**src/rtl/dcc_pkg.sv**
```systemverilog
package dcc_pkg;

    // =====================================================================
    // register map
    // =====================================================================
    localparam int unsigned  REG_W                = 8;
    localparam int unsigned  NUM_REGS             = 4;
    localparam logic [7:0]   OFF_PLL_CONTROL_AND_LOCK        = 8'h04;
    localparam logic [7:0]   OFF_PAGE_INCREMENT_CONTROL      = 8'h06;
    localparam logic [7:0]   OFF_DEEMPHASIS_AND_OUTPUT_SELECT = 8'h07;
    localparam logic [7:0]   OFF_PIN_DIRECTION_AND_MUTE_GATE = 8'h08;

    // register slots in the bank
    localparam int unsigned  IDX_PLL              = 0;
    localparam int unsigned  IDX_PAGE             = 1;
    localparam int unsigned  IDX_DSEL             = 2;
    localparam int unsigned  IDX_PIN              = 3;

    // =====================================================================
    // reset values and writable masks
    // =====================================================================
    localparam logic [7:0]   RST_PLL              = 8'h01;
    localparam logic [7:0]   RST_PAGE             = 8'h00;
    localparam logic [7:0]   RST_DSEL             = 8'h01;
    localparam logic [7:0]   RST_PIN              = 8'h00;
    localparam logic [7:0]   WMASK_PLL            = 8'hEF;
    localparam logic [7:0]   WMASK_ALL            = 8'hFF;
    localparam logic [7:0]   RDATA_UNMAPPED       = 8'h00;

    // =====================================================================
    // field positions
    // =====================================================================
    localparam int unsigned  BIT_PLL_ON           = 0;
    localparam int unsigned  BIT_PLL_LOCK_FLAG    = 4;
    localparam int unsigned  BIT_PAGE_WRAP        = 3;
    localparam int unsigned  BIT_DEEMPH_ON        = 4;
    localparam int unsigned  BIT_SOUT_SRC_SEL     = 0;
    localparam int unsigned  BIT_SOUT_PIN_DIR     = 5;
    localparam int unsigned  BIT_MUTE_GATE        = 4;

    // lock flag encoding
    localparam logic         LOCK_FLAG_LOCKED     = 1'b0;
    localparam logic         LOCK_FLAG_UNLOCKED   = 1'b1;

    // =====================================================================
    // paged access
    // =====================================================================
    localparam int unsigned  PADDR_W              = 7;
    localparam logic [6:0]   PAGE_LAST_ADDR       = 7'h7F;
    localparam logic [6:0]   NEXT_PAGE_FIRST_ADDR = 7'h08;
    localparam logic [6:0]   SAME_PAGE_FIRST_ADDR = 7'h00;
    localparam logic [7:0]   BOOK_ZERO            = 8'h00;
    localparam logic [7:0]   PAGE_ONE             = 8'h01;

    // de-emphasis default sample rate, coefficients live in external RAM
    localparam int unsigned  DEEMPH_DEFAULT_FS_HZ = 44100;

    typedef struct packed {
        logic       pll_on;
        logic       page_wrap_control;
        logic       deemph_on;
        logic       serial_out_source_select;
        logic       serial_out_pin_direction;
        logic       power_stage_mute_gate;
    } dcc_cfg_t;

    typedef struct packed {
        logic [7:0] book;
        logic [7:0] page;
        logic [6:0] addr;
    } dcc_paddr_t;

endpackage

```
**src/rtl/dcc_sync3.sv**
```systemverilog
`timescale 1ns/1ns
module dcc_sync3
    import dcc_pkg::*;
#(
    parameter logic RST_VAL = 1'b0
) (
    input  wire logic i_clk_sys,
    input  wire logic i_rst,
    input  wire logic i_async,
    output logic      o_level
);

    // =====================================================================
    // three-stage capture, change accepted once stages two and three agree
    // =====================================================================
    logic s1_q, s2_q, s3_q, lvl_q;
    logic s1_d, s2_d, s3_d, lvl_d;

    always_comb begin
        s1_d  = i_async;
        s2_d  = s1_q;
        s3_d  = s2_q;
        lvl_d = (s2_q == s3_q) ? s3_q : lvl_q;
    end

    always_ff @(posedge i_clk_sys) begin
        if (i_rst) begin
            s1_q  <= RST_VAL;
            s2_q  <= RST_VAL;
            s3_q  <= RST_VAL;
            lvl_q <= RST_VAL;
        end else begin
            s1_q  <= s1_d;
            s2_q  <= s2_d;
            s3_q  <= s3_d;
            lvl_q <= lvl_d;
        end
    end

    assign o_level = lvl_q;
endmodule

```
**src/rtl/dcc_page_step.sv**
```systemverilog
`timescale 1ns/1ns
module dcc_page_step
    import dcc_pkg::*;
(
    input  dcc_paddr_t i_cur,
    input  wire logic  i_wrap_same_page,
    output dcc_paddr_t o_next
);

    // =====================================================================
    // next location of an auto-incrementing access
    // =====================================================================
    always_comb begin
        o_next = i_cur;
        if (i_cur.addr != PAGE_LAST_ADDR) begin
            o_next.addr = i_cur.addr + 7'h01;
        end else if (i_cur.book != BOOK_ZERO && !i_wrap_same_page) begin
            o_next.page = i_cur.page + PAGE_ONE;
            o_next.addr = NEXT_PAGE_FIRST_ADDR;
        end else begin
            o_next.addr = SAME_PAGE_FIRST_ADDR;
        end
    end

endmodule

```
**src/rtl/dcc_top.sv**
```systemverilog
`timescale 1ns/1ns
// Operation
// - lock flag bit 4 reads 0 locked
// - PLL disabled forces lock flag unlocked
// - PLL enable bit 0 resets to 1
// - PLL off selects external master clock
// - nonzero book wrap0 continues next page 8
// - wrap bit 3 set returns to same page 0
// - bit 4 enables de-emphasis, reset 0
// - de-emphasis defaults 44.1 kHz, RAM replaceable
// - bit 0 selects pre or post data
// - bit 5 sets serial output pin direction
// - bit 4 gates mute to power stage
module dcc_top
    import dcc_pkg::*;
(
    input  wire logic       i_clk_sys,
    input  wire logic       i_rst,
    // control port
    input  wire logic       i_reg_wr,
    input  wire logic       i_reg_rd,
    input  wire logic [7:0] i_reg_addr,
    input  wire logic [7:0] i_reg_wdata,
    output logic      [7:0] o_reg_rdata,
    output logic            o_reg_rvalid,
    // paged auto-increment
    input  wire logic       i_acc_step,
    input  wire logic       i_acc_load,
    input  dcc_paddr_t      i_acc_start,
    output dcc_paddr_t      o_acc_cur,
    // clocking
    input  wire logic       i_pll_locked,
    output logic            o_pll_on,
    output logic            o_mclk_sel_pll,
    // processing
    output logic            o_deemph_on,
    input  wire logic       i_pre_data,
    input  wire logic       i_post_data,
    // serial audio output pin
    output logic            o_serial_audio_output_o,
    output logic            o_serial_audio_output_oe_n,
    input  wire logic       i_serial_audio_output_i,
    output logic            o_serial_audio_output_in,
    // mute path
    input  wire logic       i_dac_mute,
    output logic            o_pstage_mute
);

    // =====================================================================
    // decode helpers
    // =====================================================================
    function automatic logic [NUM_REGS-1:0] decode(input logic [7:0] addr);
        decode = '0;
        case (addr)
            OFF_PLL_CONTROL_AND_LOCK:         decode[IDX_PLL]  = 1'b1;
            OFF_PAGE_INCREMENT_CONTROL:       decode[IDX_PAGE] = 1'b1;
            OFF_DEEMPHASIS_AND_OUTPUT_SELECT: decode[IDX_DSEL] = 1'b1;
            OFF_PIN_DIRECTION_AND_MUTE_GATE:  decode[IDX_PIN]  = 1'b1;
            default:                          decode           = '0;
        endcase
    endfunction

    localparam logic [7:0] RST_TAB [NUM_REGS] = '{RST_PLL, RST_PAGE, RST_DSEL, RST_PIN};
    localparam logic [7:0] WM_TAB  [NUM_REGS] = '{WMASK_PLL, WMASK_ALL, WMASK_ALL, WMASK_ALL};

    logic [NUM_REGS-1:0] wr_hit;
    logic [NUM_REGS-1:0] rd_hit;
    logic [7:0]          regs_q [NUM_REGS];
    logic [7:0]          regs_d [NUM_REGS];

    assign wr_hit = i_reg_wr ? decode(i_reg_addr) : '0;
    assign rd_hit = decode(i_reg_addr);

    // =====================================================================
    // register bank
    // =====================================================================
    genvar g;
    generate
        for (g = 0; g < NUM_REGS; g++) begin : g_reg
            always_comb begin
                regs_d[g] = regs_q[g];
                if (wr_hit[g]) begin
                    regs_d[g] = (i_reg_wdata & WM_TAB[g]) | (regs_q[g] & ~WM_TAB[g]);
                end
            end

            always_ff @(posedge i_clk_sys) begin
                if (i_rst) begin
                    regs_q[g] <= RST_TAB[g];
                end else begin
                    regs_q[g] <= regs_d[g];
                end
            end
        end
    endgenerate

    dcc_cfg_t cfg;

    always_comb begin
        cfg.pll_on                   = regs_q[IDX_PLL][BIT_PLL_ON];
        cfg.page_wrap_control        = regs_q[IDX_PAGE][BIT_PAGE_WRAP];
        cfg.deemph_on                = regs_q[IDX_DSEL][BIT_DEEMPH_ON];
        cfg.serial_out_source_select = regs_q[IDX_DSEL][BIT_SOUT_SRC_SEL];
        cfg.serial_out_pin_direction = regs_q[IDX_PIN][BIT_SOUT_PIN_DIR];
        cfg.power_stage_mute_gate    = regs_q[IDX_PIN][BIT_MUTE_GATE];
    end

    // =====================================================================
    // pll lock status
    // =====================================================================
    logic lock_sync;
    logic pll_lock_flag;

    dcc_sync3 #(
        .RST_VAL (1'b0)
    ) u_lock_sync (
        .i_clk_sys (i_clk_sys),
        .i_rst     (i_rst),
        .i_async   (i_pll_locked),
        .o_level   (lock_sync)
    );

    // not locked whenever the pll is off
    assign pll_lock_flag = (cfg.pll_on && lock_sync) ? LOCK_FLAG_LOCKED
                                                     : LOCK_FLAG_UNLOCKED;

    // =====================================================================
    // read path
    // =====================================================================
    logic [7:0] rdata_q, rdata_d;
    logic       rvalid_q, rvalid_d;

    always_comb begin
        rdata_d  = rdata_q;
        rvalid_d = i_reg_rd;
        if (i_reg_rd) begin
            rdata_d = RDATA_UNMAPPED;
            for (int i = 0; i < NUM_REGS; i++) begin
                if (rd_hit[i]) begin
                    rdata_d = regs_q[i];
                end
            end
            if (rd_hit[IDX_PLL]) begin
                rdata_d[BIT_PLL_LOCK_FLAG] = pll_lock_flag;
            end
        end
    end

    always_ff @(posedge i_clk_sys) begin
        if (i_rst) begin
            rdata_q  <= 8'h00;
            rvalid_q <= 1'b0;
        end else begin
            rdata_q  <= rdata_d;
            rvalid_q <= rvalid_d;
        end
    end

    assign o_reg_rdata  = rdata_q;
    assign o_reg_rvalid = rvalid_q;

    // =====================================================================
    // paged auto-increment pointer
    // =====================================================================
    dcc_paddr_t acc_q, acc_d, acc_next;

    dcc_page_step u_page_step (
        .i_cur            (acc_q),
        .i_wrap_same_page (cfg.page_wrap_control),
        .o_next           (acc_next)
    );

    always_comb begin
        acc_d = acc_q;
        if (i_acc_load) begin
            acc_d = i_acc_start;
        end else if (i_acc_step) begin
            acc_d = acc_next;
        end
    end

    always_ff @(posedge i_clk_sys) begin
        if (i_rst) begin
            acc_q <= '0;
        end else begin
            acc_q <= acc_d;
        end
    end

    assign o_acc_cur = acc_q;

    // =====================================================================
    // datapath controls
    // =====================================================================
    logic sout_q, sout_d;
    logic mute_q, mute_d;
    logic sin_sync;

    always_comb begin
        sout_d = cfg.serial_out_source_select ? i_pre_data : i_post_data;
        mute_d = cfg.power_stage_mute_gate & i_dac_mute;
    end

    always_ff @(posedge i_clk_sys) begin
        if (i_rst) begin
            sout_q <= 1'b0;
            mute_q <= 1'b0;
        end else begin
            sout_q <= sout_d;
            mute_q <= mute_d;
        end
    end

    dcc_sync3 #(
        .RST_VAL (1'b0)
    ) u_sin_sync (
        .i_clk_sys (i_clk_sys),
        .i_rst     (i_rst),
        .i_async   (i_serial_audio_output_i),
        .o_level   (sin_sync)
    );

    assign o_pll_on                   = cfg.pll_on;
    assign o_mclk_sel_pll             = cfg.pll_on;
    // coefficient RAM holds 44.1 kHz defaults, software may overwrite them
    assign o_deemph_on                = cfg.deemph_on;
    assign o_serial_audio_output_o    = sout_q;
    assign o_serial_audio_output_oe_n = ~cfg.serial_out_pin_direction;
    assign o_serial_audio_output_in   = sin_sync;
    assign o_pstage_mute              = mute_q;
endmodule

```
**config.mk**
```make
export PLATFORM = sky130hd
export DESIGN_NAME = dcc_top
export DESIGN_NICKNAME = d
export VERILOG_FILES = /design/src/rtl/dcc_pkg.sv /design/src/rtl/dcc_sync3.sv /design/src/rtl/dcc_page_step.sv /design/src/rtl/dcc_top.sv
export SDC_FILE = /design/constraint.sdc
export NUM_CORES = 1
export LEC_CHECK = 0
export ABC_CLOCK_PERIOD_IN_PS = 2400
export BUFFER_PORTS_ARGS = -buffer_cell sky130_fd_sc_hd__buf_2
export CORE_MARGIN = 2
export CORE_UTILIZATION = 40
export CTS_CLUSTER_SIZE = 40
export DETAILED_ROUTE_END_ITERATION = 12
export SYNTH_ARGS = -nofsm -noshare
export SYNTH_HDL_FRONTEND = slang
export SYNTH_HIERARCHICAL = 1
export SYNTH_SLANG_ARGS = --single-unit
export TNS_END_PERCENT = 10
```
**constraint.sdc**
```tcl
create_clock -name i_clk_sys -period 2.4 [get_ports i_clk_sys]
set_input_delay 0.36 -clock i_clk_sys [delete_from_list [all_inputs] [get_ports i_clk_sys]]
set_output_delay 0.36 -clock i_clk_sys [all_outputs]
set_load 0.005 [all_outputs]
```
==> results.md, run 1 <==
* RSZ-0062 raised after global routing: no
* P&R area growth vs syn at 17.8%
* WHS Path Cells at 2
* Worst slew pin tran at 744 ps
* DRT antenna net count at 0
* WHS at 221 ps
* H-tree Lvls at 3
* Most frequent cells in the layout: buf_2, nor2_1, dfxtp_1
* WS Path Type: reg2reg
* Post-CTS sizing at 0
* Ys async rst share at 0%
* Fin nets at 504
* Vias in the first global route at 2478
* Total Wirelength at 7.66 mm
* N_diodes at 0
* # setup viols final at 0
* Peak VDD IR at 0.236 mV
* Setup Fix Bufs, Post-CTS at 0
* Netlist cell types at 40
* Syn nets at 433
* Synth Warn # at 6
* Static leakage at 1.91 nW
* Layout cells sized above 1 at 25.8%
* Number of synthesized flops with an enable pin at 0
* Worst slew margin at 50.4%
* FF+latch count, synth at 73
* Die height at 96.3 um
* Initial antenna violation count at 0
* Predominant post-synthesis flop cell: dfxtp_1
* Status: finished, final reports clean
* Clock Pin Slew Worst Setup and Hold Paths at 90 ps
* Crit. End Element: flip-flop
* Post-route cell area at 4020 um2
* CTS Buf Count at 9
* R2r worst-path depth at 9
* GR Util All Layers at 17.1%
* Core area at 8260 um2
* Commonest non-fill, non-tap cell in the layout: buf_2
* Crit start category: flip-flop
* Clock Tree Buf Depth at 2
* Critical path arrival at 2220 ps
* Gpl congestion at 0.776
* Die ar. at 9280 um2
* Dpl hpwl at 5.34 mm
* First-pass GRT wire length at 12.2 mm
* WL/cell at 13.6 um
* Starting Density at 41.3%
* Avg Inst Size Synth at 8.95 um2
* HP Class: in2reg
* Buffers on Ports at 88
* Final hold vios at 0
* Minimum clock period at 2000 ps
* Vias at 2819
* Die width at 96.3 um
* Post-synthesis cell count at 381
* Number of max-cap violations at 0
* Total negative slack at 0 ps
* Tcrit/Tclk final at 83.5%
* GRT overflow at 0
* CP Data Required Time at 2610 ps
* Sequential-to-total area share from yosys stat at 42.8%
* Crit-path max FO at 10
* Largest net degree at the start of global routing at 53
* Highest clock rate at 499 MHz
* I/O Pins at 89
* Clock Latency Late Sink at 340 ps
* DR DRC count at 0
* Site Rows at 33
* Dpl cell area at 3840 um2
* TritonCTS clock tree: done
* Pwr dens at 595 nW/um2
* Mapped Area at 3410 um2
* Number of DRC markers in iteration 0 at 118
* Cts hold-fix bufs at 0
* Clock sink count at 73
* Via-to-Cell Ratio at 5.02
* Clk_skew at 8.35 ps
* Max Slew Vio Count at 0
* DRT Pass-1 Iters at 4
* Clock Tree Root: clkbuf_8
power breakdown:
part | total (mW) | switching (mW) | internal (mW)
Combinational | 0.251 | 0.138 | 0.113
Clock | 0.870 | 0.488 | 0.381
Sequential | 1.27 | 0.0296 | 1.24
routing by layer:
metal	track usage [%]	vias to the layer above	wire length, um
met4	5.63	0	47
met1	22.3	1299	3620
li1	-	1450	-
met2	27.5	66	3570
met3	4.31	4	424
met5	0	-	0
state kept, by name (all words and copies together), names as in the netlist:
signal	flops
u_lock_sync/s1_q	1
u_sin_sync/s3_q	1
o_pstage_mute	1
u_sin_sync/s1_q	1
u_sin_sync/s2_q	1
u_lock_sync/s2_q	1
o_reg_rdata	8
o_reg_rvalid	1
u_lock_sync/s3_q	1
u_lock_sync/o_level	1
regs_q	31
u_sin_sync/o_level	1
o_acc_cur	23
o_serial_audio_output_o	1
per-stage QoR:
stage	setup WS (ps)	util, %	cells	power (mW)
after floorplan	484	-	381	1.45
after global placement	437	46.5	546	1.55
after detailed placement	400	46.5	546	1.55
after CTS	394	48.7	562	2.42
after global routing	185	48.7	562	2.51
final	396	48.7	562	2.39
final timing paths:
| path | start | end | slack (ps) |
|---|---|---|---|
| setup / recovery | o_acc_cur[0] | o_acc_cur[8] | 400 |
| hold / removal | i_pll_locked | u_lock_sync/s1_q | 220 |
| setup reg to reg | o_acc_cur[0] | o_acc_cur[8] | 400 |
| hold reg to reg | u_lock_sync/s1_q | u_lock_sync/s2_q | 450 |
Yosys cell counts (4+ instances only):
master,instances,area (um2)
o21ai_0,15,75.1
a21oi_1,34,170
buf_4,10,75.1
nor2_1,82,308
clkbuf_1,13,48.8
mux2i_1,59,591
nor2b_1,11,68.8
buf_2,5,25.0
xor2_1,4,35.0
nand3_1,7,35.0
and3_1,4,25.0
o22a_1,6,52.6
dfxtp_1,73,1460
nand2_1,12,45.0
xnor2_1,8,70.1
critical path: stages (launching register included):
cell and delay [ps]:
dfxtp_1 400, ha_1 210, and3_4 210, and4_4 310, nand2_4 70, mux2_4 320
mux2i_1 130, nor2_1 50, a21oi_1 140, nor2_1 50
cell families after synthesis:
logic type	Yosys count	synth area share [%]
AO/OA/AOI/OAI	63	10.6
XOR/XNOR	12	3.08
adder cells (fa/ha/maj)	2	0.734
buffers and inverters	33	5.25
flip-flops	73	42.8
multiplexers	60	17.8
AND/OR/NAND/NOR	138	19.8
layout make-up:
type                    count  area, um2
clock buffers               9        124
fillers                   807       4240
inverters                   1       3.75
well taps                 105        131
multi-input cells         275       1770
clock inverters             7       56.3
flip-flops and latches     73       1460
repair buffers             92        470
(Power assumes the default switching activity.)
==> inputs of run 2 (changes only) <==
--- a/config.mk
+++ b/config.mk
@@ -5,7 +5,8 @@
 export SDC_FILE = /design/constraint.sdc
 export NUM_CORES = 1
 export LEC_CHECK = 0
-export ABC_CLOCK_PERIOD_IN_PS = 2400
+export ABC_AREA = 1
+export ABC_CLOCK_PERIOD_IN_PS = 1800
 export BUFFER_PORTS_ARGS = -buffer_cell sky130_fd_sc_hd__buf_2
 export CORE_MARGIN = 2
 export CORE_UTILIZATION = 40
==> constraint.sdc (replaced) <==
create_clock -name i_clk_sys -period 1.8 [get_ports i_clk_sys]
set_input_delay 0.27 -clock i_clk_sys [delete_from_list [all_inputs] [get_ports i_clk_sys]]
set_output_delay 0.27 -clock i_clk_sys [all_outputs]
set_load 0.005 [all_outputs]
==> run 2 against run 1 <==
Sequential power is 34% higher. Cell count rose by 43%. Core utilization decreased by 0.79 points. Global-route usage up 1.8 points. Hold slack lost 100 ps. Critical path type unchanged. Largest cell class unchanged. Highest routed layer unchanged.
==> results.md, run 2 <==
* CP Data Required Time at 2050 ps (-560 ps)
* Predominant post-synthesis flop cell: dfxtp_1
* H-tree Lvls at 3 (unchanged)
* Gpl congestion at 0.849 (+9.4%)
* Die width at 103 um (+6.9%)
* GR Util All Layers at 18.9% (+1.8 points)
* Worst slew margin at 64.6% (+14 points)
* Pwr dens at 732 nW/um2 (+23%)
* Mapped Area at 3920 um2 (+15%)
* Clock Latency Late Sink at 360 ps (+20 ps)
* Status: finished, final reports clean
* RSZ-0062 raised after global routing: no
* Fin nets at 719 (+43%)
* Clock sink count at 73 (unchanged)
* Tcrit/Tclk final at 90.9% (+7.4 points)
* Via-to-Cell Ratio at 4.77 (-4.9%)
* Post-route cell area at 4610 um2 (+15%)
* HP Class: in2reg
* Crit start category: flip-flop
* # setup viols final at 0 (unchanged)
* Dpl cell area at 4410 um2 (+15%)
* Total negative slack at 0 ps (unchanged)
* Hold Path Origin: i_serial_audio_output_i
* DRT Pass-1 Iters at 4 (unchanged)
* Core area at 9640 um2 (+17%)
* Syn nets at 638 (+47%)
* Die height at 103 um (+6.9%)
* Buffers on Ports at 88 (unchanged)
* Die ar. at 10600 um2 (+14%)
* Synth Warn # at 6 (unchanged)
* Netlist cell types at 33 (-18%)
* Number of DRC markers in iteration 0 at 138 (+17%)
* Total Wirelength at 9.69 mm (+27%)
* Sequential-to-total area share from yosys stat at 37.3% (-5.5 points)
* Clock Tree Root: clkbuf_8
* Final hold vios at 0 (unchanged)
* Ys async rst share at 0% (unchanged)
* DR DRC count at 0 (unchanged)
* Starting Density at 40.6% (-0.66 points)
* TritonCTS clock tree: done
* Area leader, netlist: dfxtp_1
* Critical path arrival at 1890 ps (-330 ps)
* Highest clock rate at 611 MHz (+22%)
* Reg2reg start: o_acc_cur[1]
* DRT antenna net count at 0 (unchanged)
* Crit. End Element: flip-flop
* Clock Tree Buf Depth at 2 (unchanged)
* P&R area growth vs syn at 17.8% (about the same)
* Reg power frac at 50.2% (-2.9 points)
* WL/cell at 12.0 um (-12%)
* Vias in the first global route at 3420 (+38%)
* Site Rows at 36 (+9.1%)
* Worst slew pin tran at 530 ps (-214 ps)
* Biggest register: regs_q
* Static leakage at 2.23 nW (+17%)
* FF+latch count, synth at 73 (unchanged)
* Clock Pin Slew Worst Setup and Hold Paths at 90 ps (about the same)
* P_int at 2.36 mW (+36%)
* Most frequent cells in the layout: nand2_1, inv_1, buf_2
* Vias at 3839 (+36%)
* Largest net degree at the start of global routing at 24 (-55%)
* WS Path Type: reg2reg
* Initial antenna violation count at 0 (unchanged)
* Combinational group share of total power at 12.1% (+1.6 points)
* Post-synthesis cell count at 586 (+54%)
* I/O Pins at 89 (unchanged)
* Commonest non-fill, non-tap cell in the layout: nand2_1
* Dpl hpwl at 7.07 mm (+32%)
* Top-area cell type share of the netlist area at 37.3% (-5.5 points)
* Max Slew Vio Count at 0 (unchanged)
* Layout cells sized above 1 at 23.2% (-2.6 points)
* P_sw at 1.01 mW (+55%)
* Number of max-cap violations at 0 (unchanged)
* First-pass GRT wire length at 15.8 mm (+30%)
* Crit-path max FO at 6 (-4)
* CP startpoint: o_acc_cur[1]
* Sw Share at 30.0% (+2.6 points)
* Most frequent cell after synthesis: nand2_1
* N_diodes at 0 (unchanged)
* Clock power frac at 37.7% (+1.3 points)
* Clk_skew at 13.6 ps (+5.28 ps)
* CTS Buf Count at 9 (unchanged)
* Peak VDD IR at 0.406 mV (+72%)
* Avg Inst Size Synth at 6.69 um2 (-25%)
* GRT overflow at 0 (unchanged)
* Max FFs per register at 31 (unchanged)
* Area contributors post-synth: dfxtp_1, nand2_1, inv_1, a21oi_1, nand3_1
* Post-synth top cells: nand2_1, inv_1, dfxtp_1
* Number of synthesized flops with an enable pin at 0 (unchanged)
* Tot Pwr at 3.38 mW (+41%)
* Cts hold-fix bufs at 0 (unchanged)
* Minimum clock period at 1640 ps (-368 ps)
[run 2: path summary, 6_finish.rpt]
| check | end | slack, ps | cells past startpoint |
|---|---|---|---|
| hold / removal | u_sin_sync/s1_q | 120 | 3 |
| setup reg to reg | o_acc_cur[9] | 160 | 11 |
| setup / recovery | o_acc_cur[9] | 160 | 11 |
| hold reg to reg | u_sin_sync/s2_q | 410 | 2 |
[run 2: layout make-up]
cell class / count / area [um2]
tap: 133 / 166
inverter: 94 / 358
clock buffer: 9 / 124
fill: 1064 / 5030
sequential: 73 / 1460
multi-input combinational: 385 / 1870
timing repair buffer: 104 / 561
clock inverter: 7 / 68.8
[run 2: worst max-delay path: stages, from the launching register on]
cell and delay [ps]:
dfxtp_2 370, ha_1 200, nand3_2 140, nor2_4 150, buf_4 160, nand3_1 80, nand2_1 70, nand2_1 50
nand2_1 50, o21ai_0 60, o21ai_0 160, inv_1 50
[run 2: through the flow]
stage | hold slack [ps] | util [%] | std cells | worst slack (ps)
after floorplan | 341 | - | 586 | 207
after detailed placement | 397 | 45.8 | 788 | 63.8
final | 118 | 47.9 | 805 | 163
after global routing | 92.8 | 47.9 | 805 | 13.1
after CTS | 103 | 47.8 | 804 | 40.9
after global placement | 392 | 45.8 | 788 | 122
[run 2: kinds of logic after synthesis]
group | after synthesis | share of synthesized area (%)
AOI/OAI and AO/OA | 108 | 16.4
buffers and inverters | 128 | 14.9
adders and majority gates | 2 | 0.639
xor gates and xnor gates | 3 | 0.671
DFF | 73 | 37.3
and+or+nand+nor | 272 | 30.2
[run 2: power by group through the flow]
stage / sequential (mW) / combinational, mW / clock, mW
2_1_floorplan: 1.73 / 0.252 / 0
3_3_place_gp: 1.73 / 0.404 / 0
3_5_place_dp: 1.73 / 0.409 / 0
4_1_cts: 1.70 / 0.411 / 1.31
5_1_grt: 1.70 / 0.464 / 1.38
6_report: 1.70 / 0.410 / 1.27
[run 2: what timing repair did]
item	4_1_cts	5_1_grt
endpoints found under the setup margin	0	8
buffers inserted	0	1
resized for setup	0	3
[run 2: routing by layer]
metal  routed length (um)  GRT usage, %
met3                  367          4.07
met5                    0             0
met1                 4430          24.0
met4                  163          6.88
met2                 4730          31.4
==> inputs of run 3 (changes only) <==
==> constraint.sdc (replaced) <==
create_clock -name i_clk_sys -period 1.8 [get_ports i_clk_sys]
set_input_delay 0.27 -clock i_clk_sys [delete_from_list [all_inputs] [get_ports i_clk_sys]]
set_output_delay 0.27 -clock i_clk_sys [all_outputs]
set_load 0.05 [all_outputs]
==> run 3 against run 2 <==
Core utilization about the same. Maximum frequency increased by 0.75%. Sequential share of layout area increased by 0.14 points. Sequential power about the same. Worst setup slack improved by 12 ps. Final area about the same. Clock-buffer cell count increased by 1. Non-clock buffer count decreased by 4. Clock power increased by 5%. Critical endpoint is now o_acc_cur[13].
==> results.md, run 3 (synthesis gave the netlist of run 2 again) <==
* Max FFs per register at 31 (unchanged)
* Total negative slack at 0 ps (unchanged)
* Worst slew pin tran at 530 ps (-0.330 ps)
* Initial antenna violation count at 0 (unchanged)
* Clock sink count at 73 (unchanged)
* GR Util All Layers at 19.3% (+0.41 points)
* TritonCTS clock tree: done
* Total Wirelength at 9.79 mm (+1.0%)
* CTS Buf Count at 9 (unchanged)
* Highest clock rate at 616 MHz (+0.75%)
* N_diodes at 0 (unchanged)
* Starting Density at 40.6% (unchanged)
* Placed cell count at 784 (-0.51%)
* Clock Latency Late Sink at 360 ps (about the same)
* Via-to-Cell Ratio at 4.74 (-0.55%)
* Critical path arrival at 1890 ps (about the same)
* WL/cell at 12.2 um (+1.5%)
* Vias at 3799 (-1.0%)
* Combinational group share of total power at 14.6% (+2.5 points)
* Die ar. at 10600 um2 (unchanged)
* Clock Tree Buf Depth at 2 (unchanged)
* Tcrit/Tclk final at 90.3% (-0.68 points)
* Commonest non-fill, non-tap cell in the layout: nand2_1
* CP Data Required Time at 2060 ps (about the same)
* Fin worst setup slack at 175 ps (+12.2 ps)
* DR DRC count at 0 (unchanged)
* P_sw at 1.05 mW (+3.4%)
* H-tree Lvls at 3 (unchanged)
* Layout cells sized above 1 at 23.5% (+0.29 points)
* Static leakage at 2.22 nW (-0.40%)
* Core area at 9640 um2 (unchanged)
* Die height at 103 um (unchanged)
* Dpl ws at 128 ps (+64.3 ps)
* Status: finished, final reports clean
* Pwr dens at 769 nW/um2 (+5.0%)
* Crit. End Element: flip-flop
* Dpl cell area at 4400 um2 (-0.28%)
* Clock Tree Root: clkbuf_8
* Gpl congestion at 0.858 (+1.1%)
* Largest net degree at the start of global routing at 33 (+38%)
* Final hold vios at 0 (unchanged)
* I/O Pins at 89 (unchanged)
* GRT overflow at 0 (unchanged)
* First-pass GRT wire length at 16.0 mm (+1.3%)
* Worst slew margin at 64.6% (about the same)
* Die width at 103 um (unchanged)
* P_int at 2.50 mW (+5.8%)
* Max Slew Vio Count at 0 (unchanged)
* Minimum clock period at 1620 ps (-12.2 ps)
* # setup viols final at 0 (unchanged)
* Clock Pin Slew Worst Setup and Hold Paths at 80 ps (about the same)
* Sw Share at 29.5% (-0.48 points)
* Buffers on Ports at 88 (unchanged)
* Peak VDD IR at 0.329 mV (-19%)
* Post-route cell area at 4620 um2 (about the same)
* Reg power frac at 47.9% (-2.3 points)
* Clk_skew at 8.84 ps (-4.79 ps)
* Clock power frac at 37.5% (-0.2 points)
* Dpl hpwl at 6.97 mm (-1.4%)
* WS Path Type: reg2reg
* Crit start category: flip-flop
* Crit-path max FO at 7 (+1)
* Number of max-cap violations at 0 (unchanged)
* HP Class: in2reg
* Vias in the first global route at 3574 (+4.5%)
* Number of DRC markers in iteration 0 at 111 (-20%)
* Biggest register: regs_q
* P&R area growth vs syn at 17.9% (about the same)
* Layout Cells excl Fill at 801 (-0.50%)
* DRT antenna net count at 0 (unchanged)
* Most frequent cells in the layout: nand2_1, inv_1, buf_2
* Site Rows at 36 (unchanged)
* DRT Pass-1 Iters at 4 (unchanged)
* Cts hold-fix bufs at 0 (unchanged)
* Fin nets at 715 (-0.56%)
## run 3: cell count changes in the layout (fill, tap and decap cells not counted), sizes merged
cell	previous run	this run
buf	104	100
inv	98	94
bufinv	0	1
clkbuf	9	10
clkinv	3	5
## run 3: what timing repair did
action	CTS	global route
setup buffers	0	1
setup endpoints to repair	0	6
resized for setup	0	5
## run 3: final cells by class
class | instances | area [um2]
clock inverter | 6 | 66.3
fill | 1038 | 5020
timing repair buffer | 100 | 543
sequential | 73 | 1470
multi-input combinational | 385 | 1880
tap | 133 | 166
clock buffer | 10 | 138
inverter | 94 | 358
## run 3: worst max-delay path, cell delays in order (launching register included)
cell and delay, ps:
dfxtp_2 400, ha_1 260, nand3_1 120, nor3_1 240, nand3_1 130, nand2_1 80
nand2_1 50, nand3_1 70, o211ai_1 90, nand2_1 60, inv_1 40
## run 3: per-stage QoR
stage                     hold WS, ps  util [%]  power (mW)
after floorplan                   341         -        2.10
after global placement            390      45.6        2.25
after detailed placement          398      45.6        2.25
after CTS                        88.7      47.8        3.59
after global routing              112      47.9        3.72
final                             107      47.9        3.55
## run 3: final timing paths
kind,from,endpoint,slack [ps],cells after the start
setup / recovery,o_acc_cur[7],o_acc_cur[13],180,10
hold / removal,i_serial_audio_output_i,u_sin_sync/s1_q,110,3
setup reg to reg,o_acc_cur[7],o_acc_cur[13],180,10
hold reg to reg,u_sin_sync/s1_q,u_sin_sync/s2_q,410,2
## run 3: power by group through the flow
| stage | Clock, mW | Combinational [mW] | Sequential [mW] |
|---|---|---|---|
| finish | 1.33 | 0.517 | 1.70 |
| global route | 1.45 | 0.570 | 1.71 |
| CTS | 1.38 | 0.518 | 1.70 |
| detailed placement | 0 | 0.515 | 1.74 |
| global placement | 0 | 0.509 | 1.74 |
| floorplan | 0 | 0.253 | 1.85 |
## run 3: routing by layer
metal | wire length (um) | part of all wire (%) | GRT usage [%] | vias up
met2 | 4710 | 48 | 32.4 | 69
met3 | 378 | 3.9 | 3.73 | 18
met5 | 0 | 0 | 0 | -
met4 | 201 | 2.1 | 8.70 | 0
li1 | - | - | - | 1977
met1 | 4500 | 46 | 23.9 | 1735
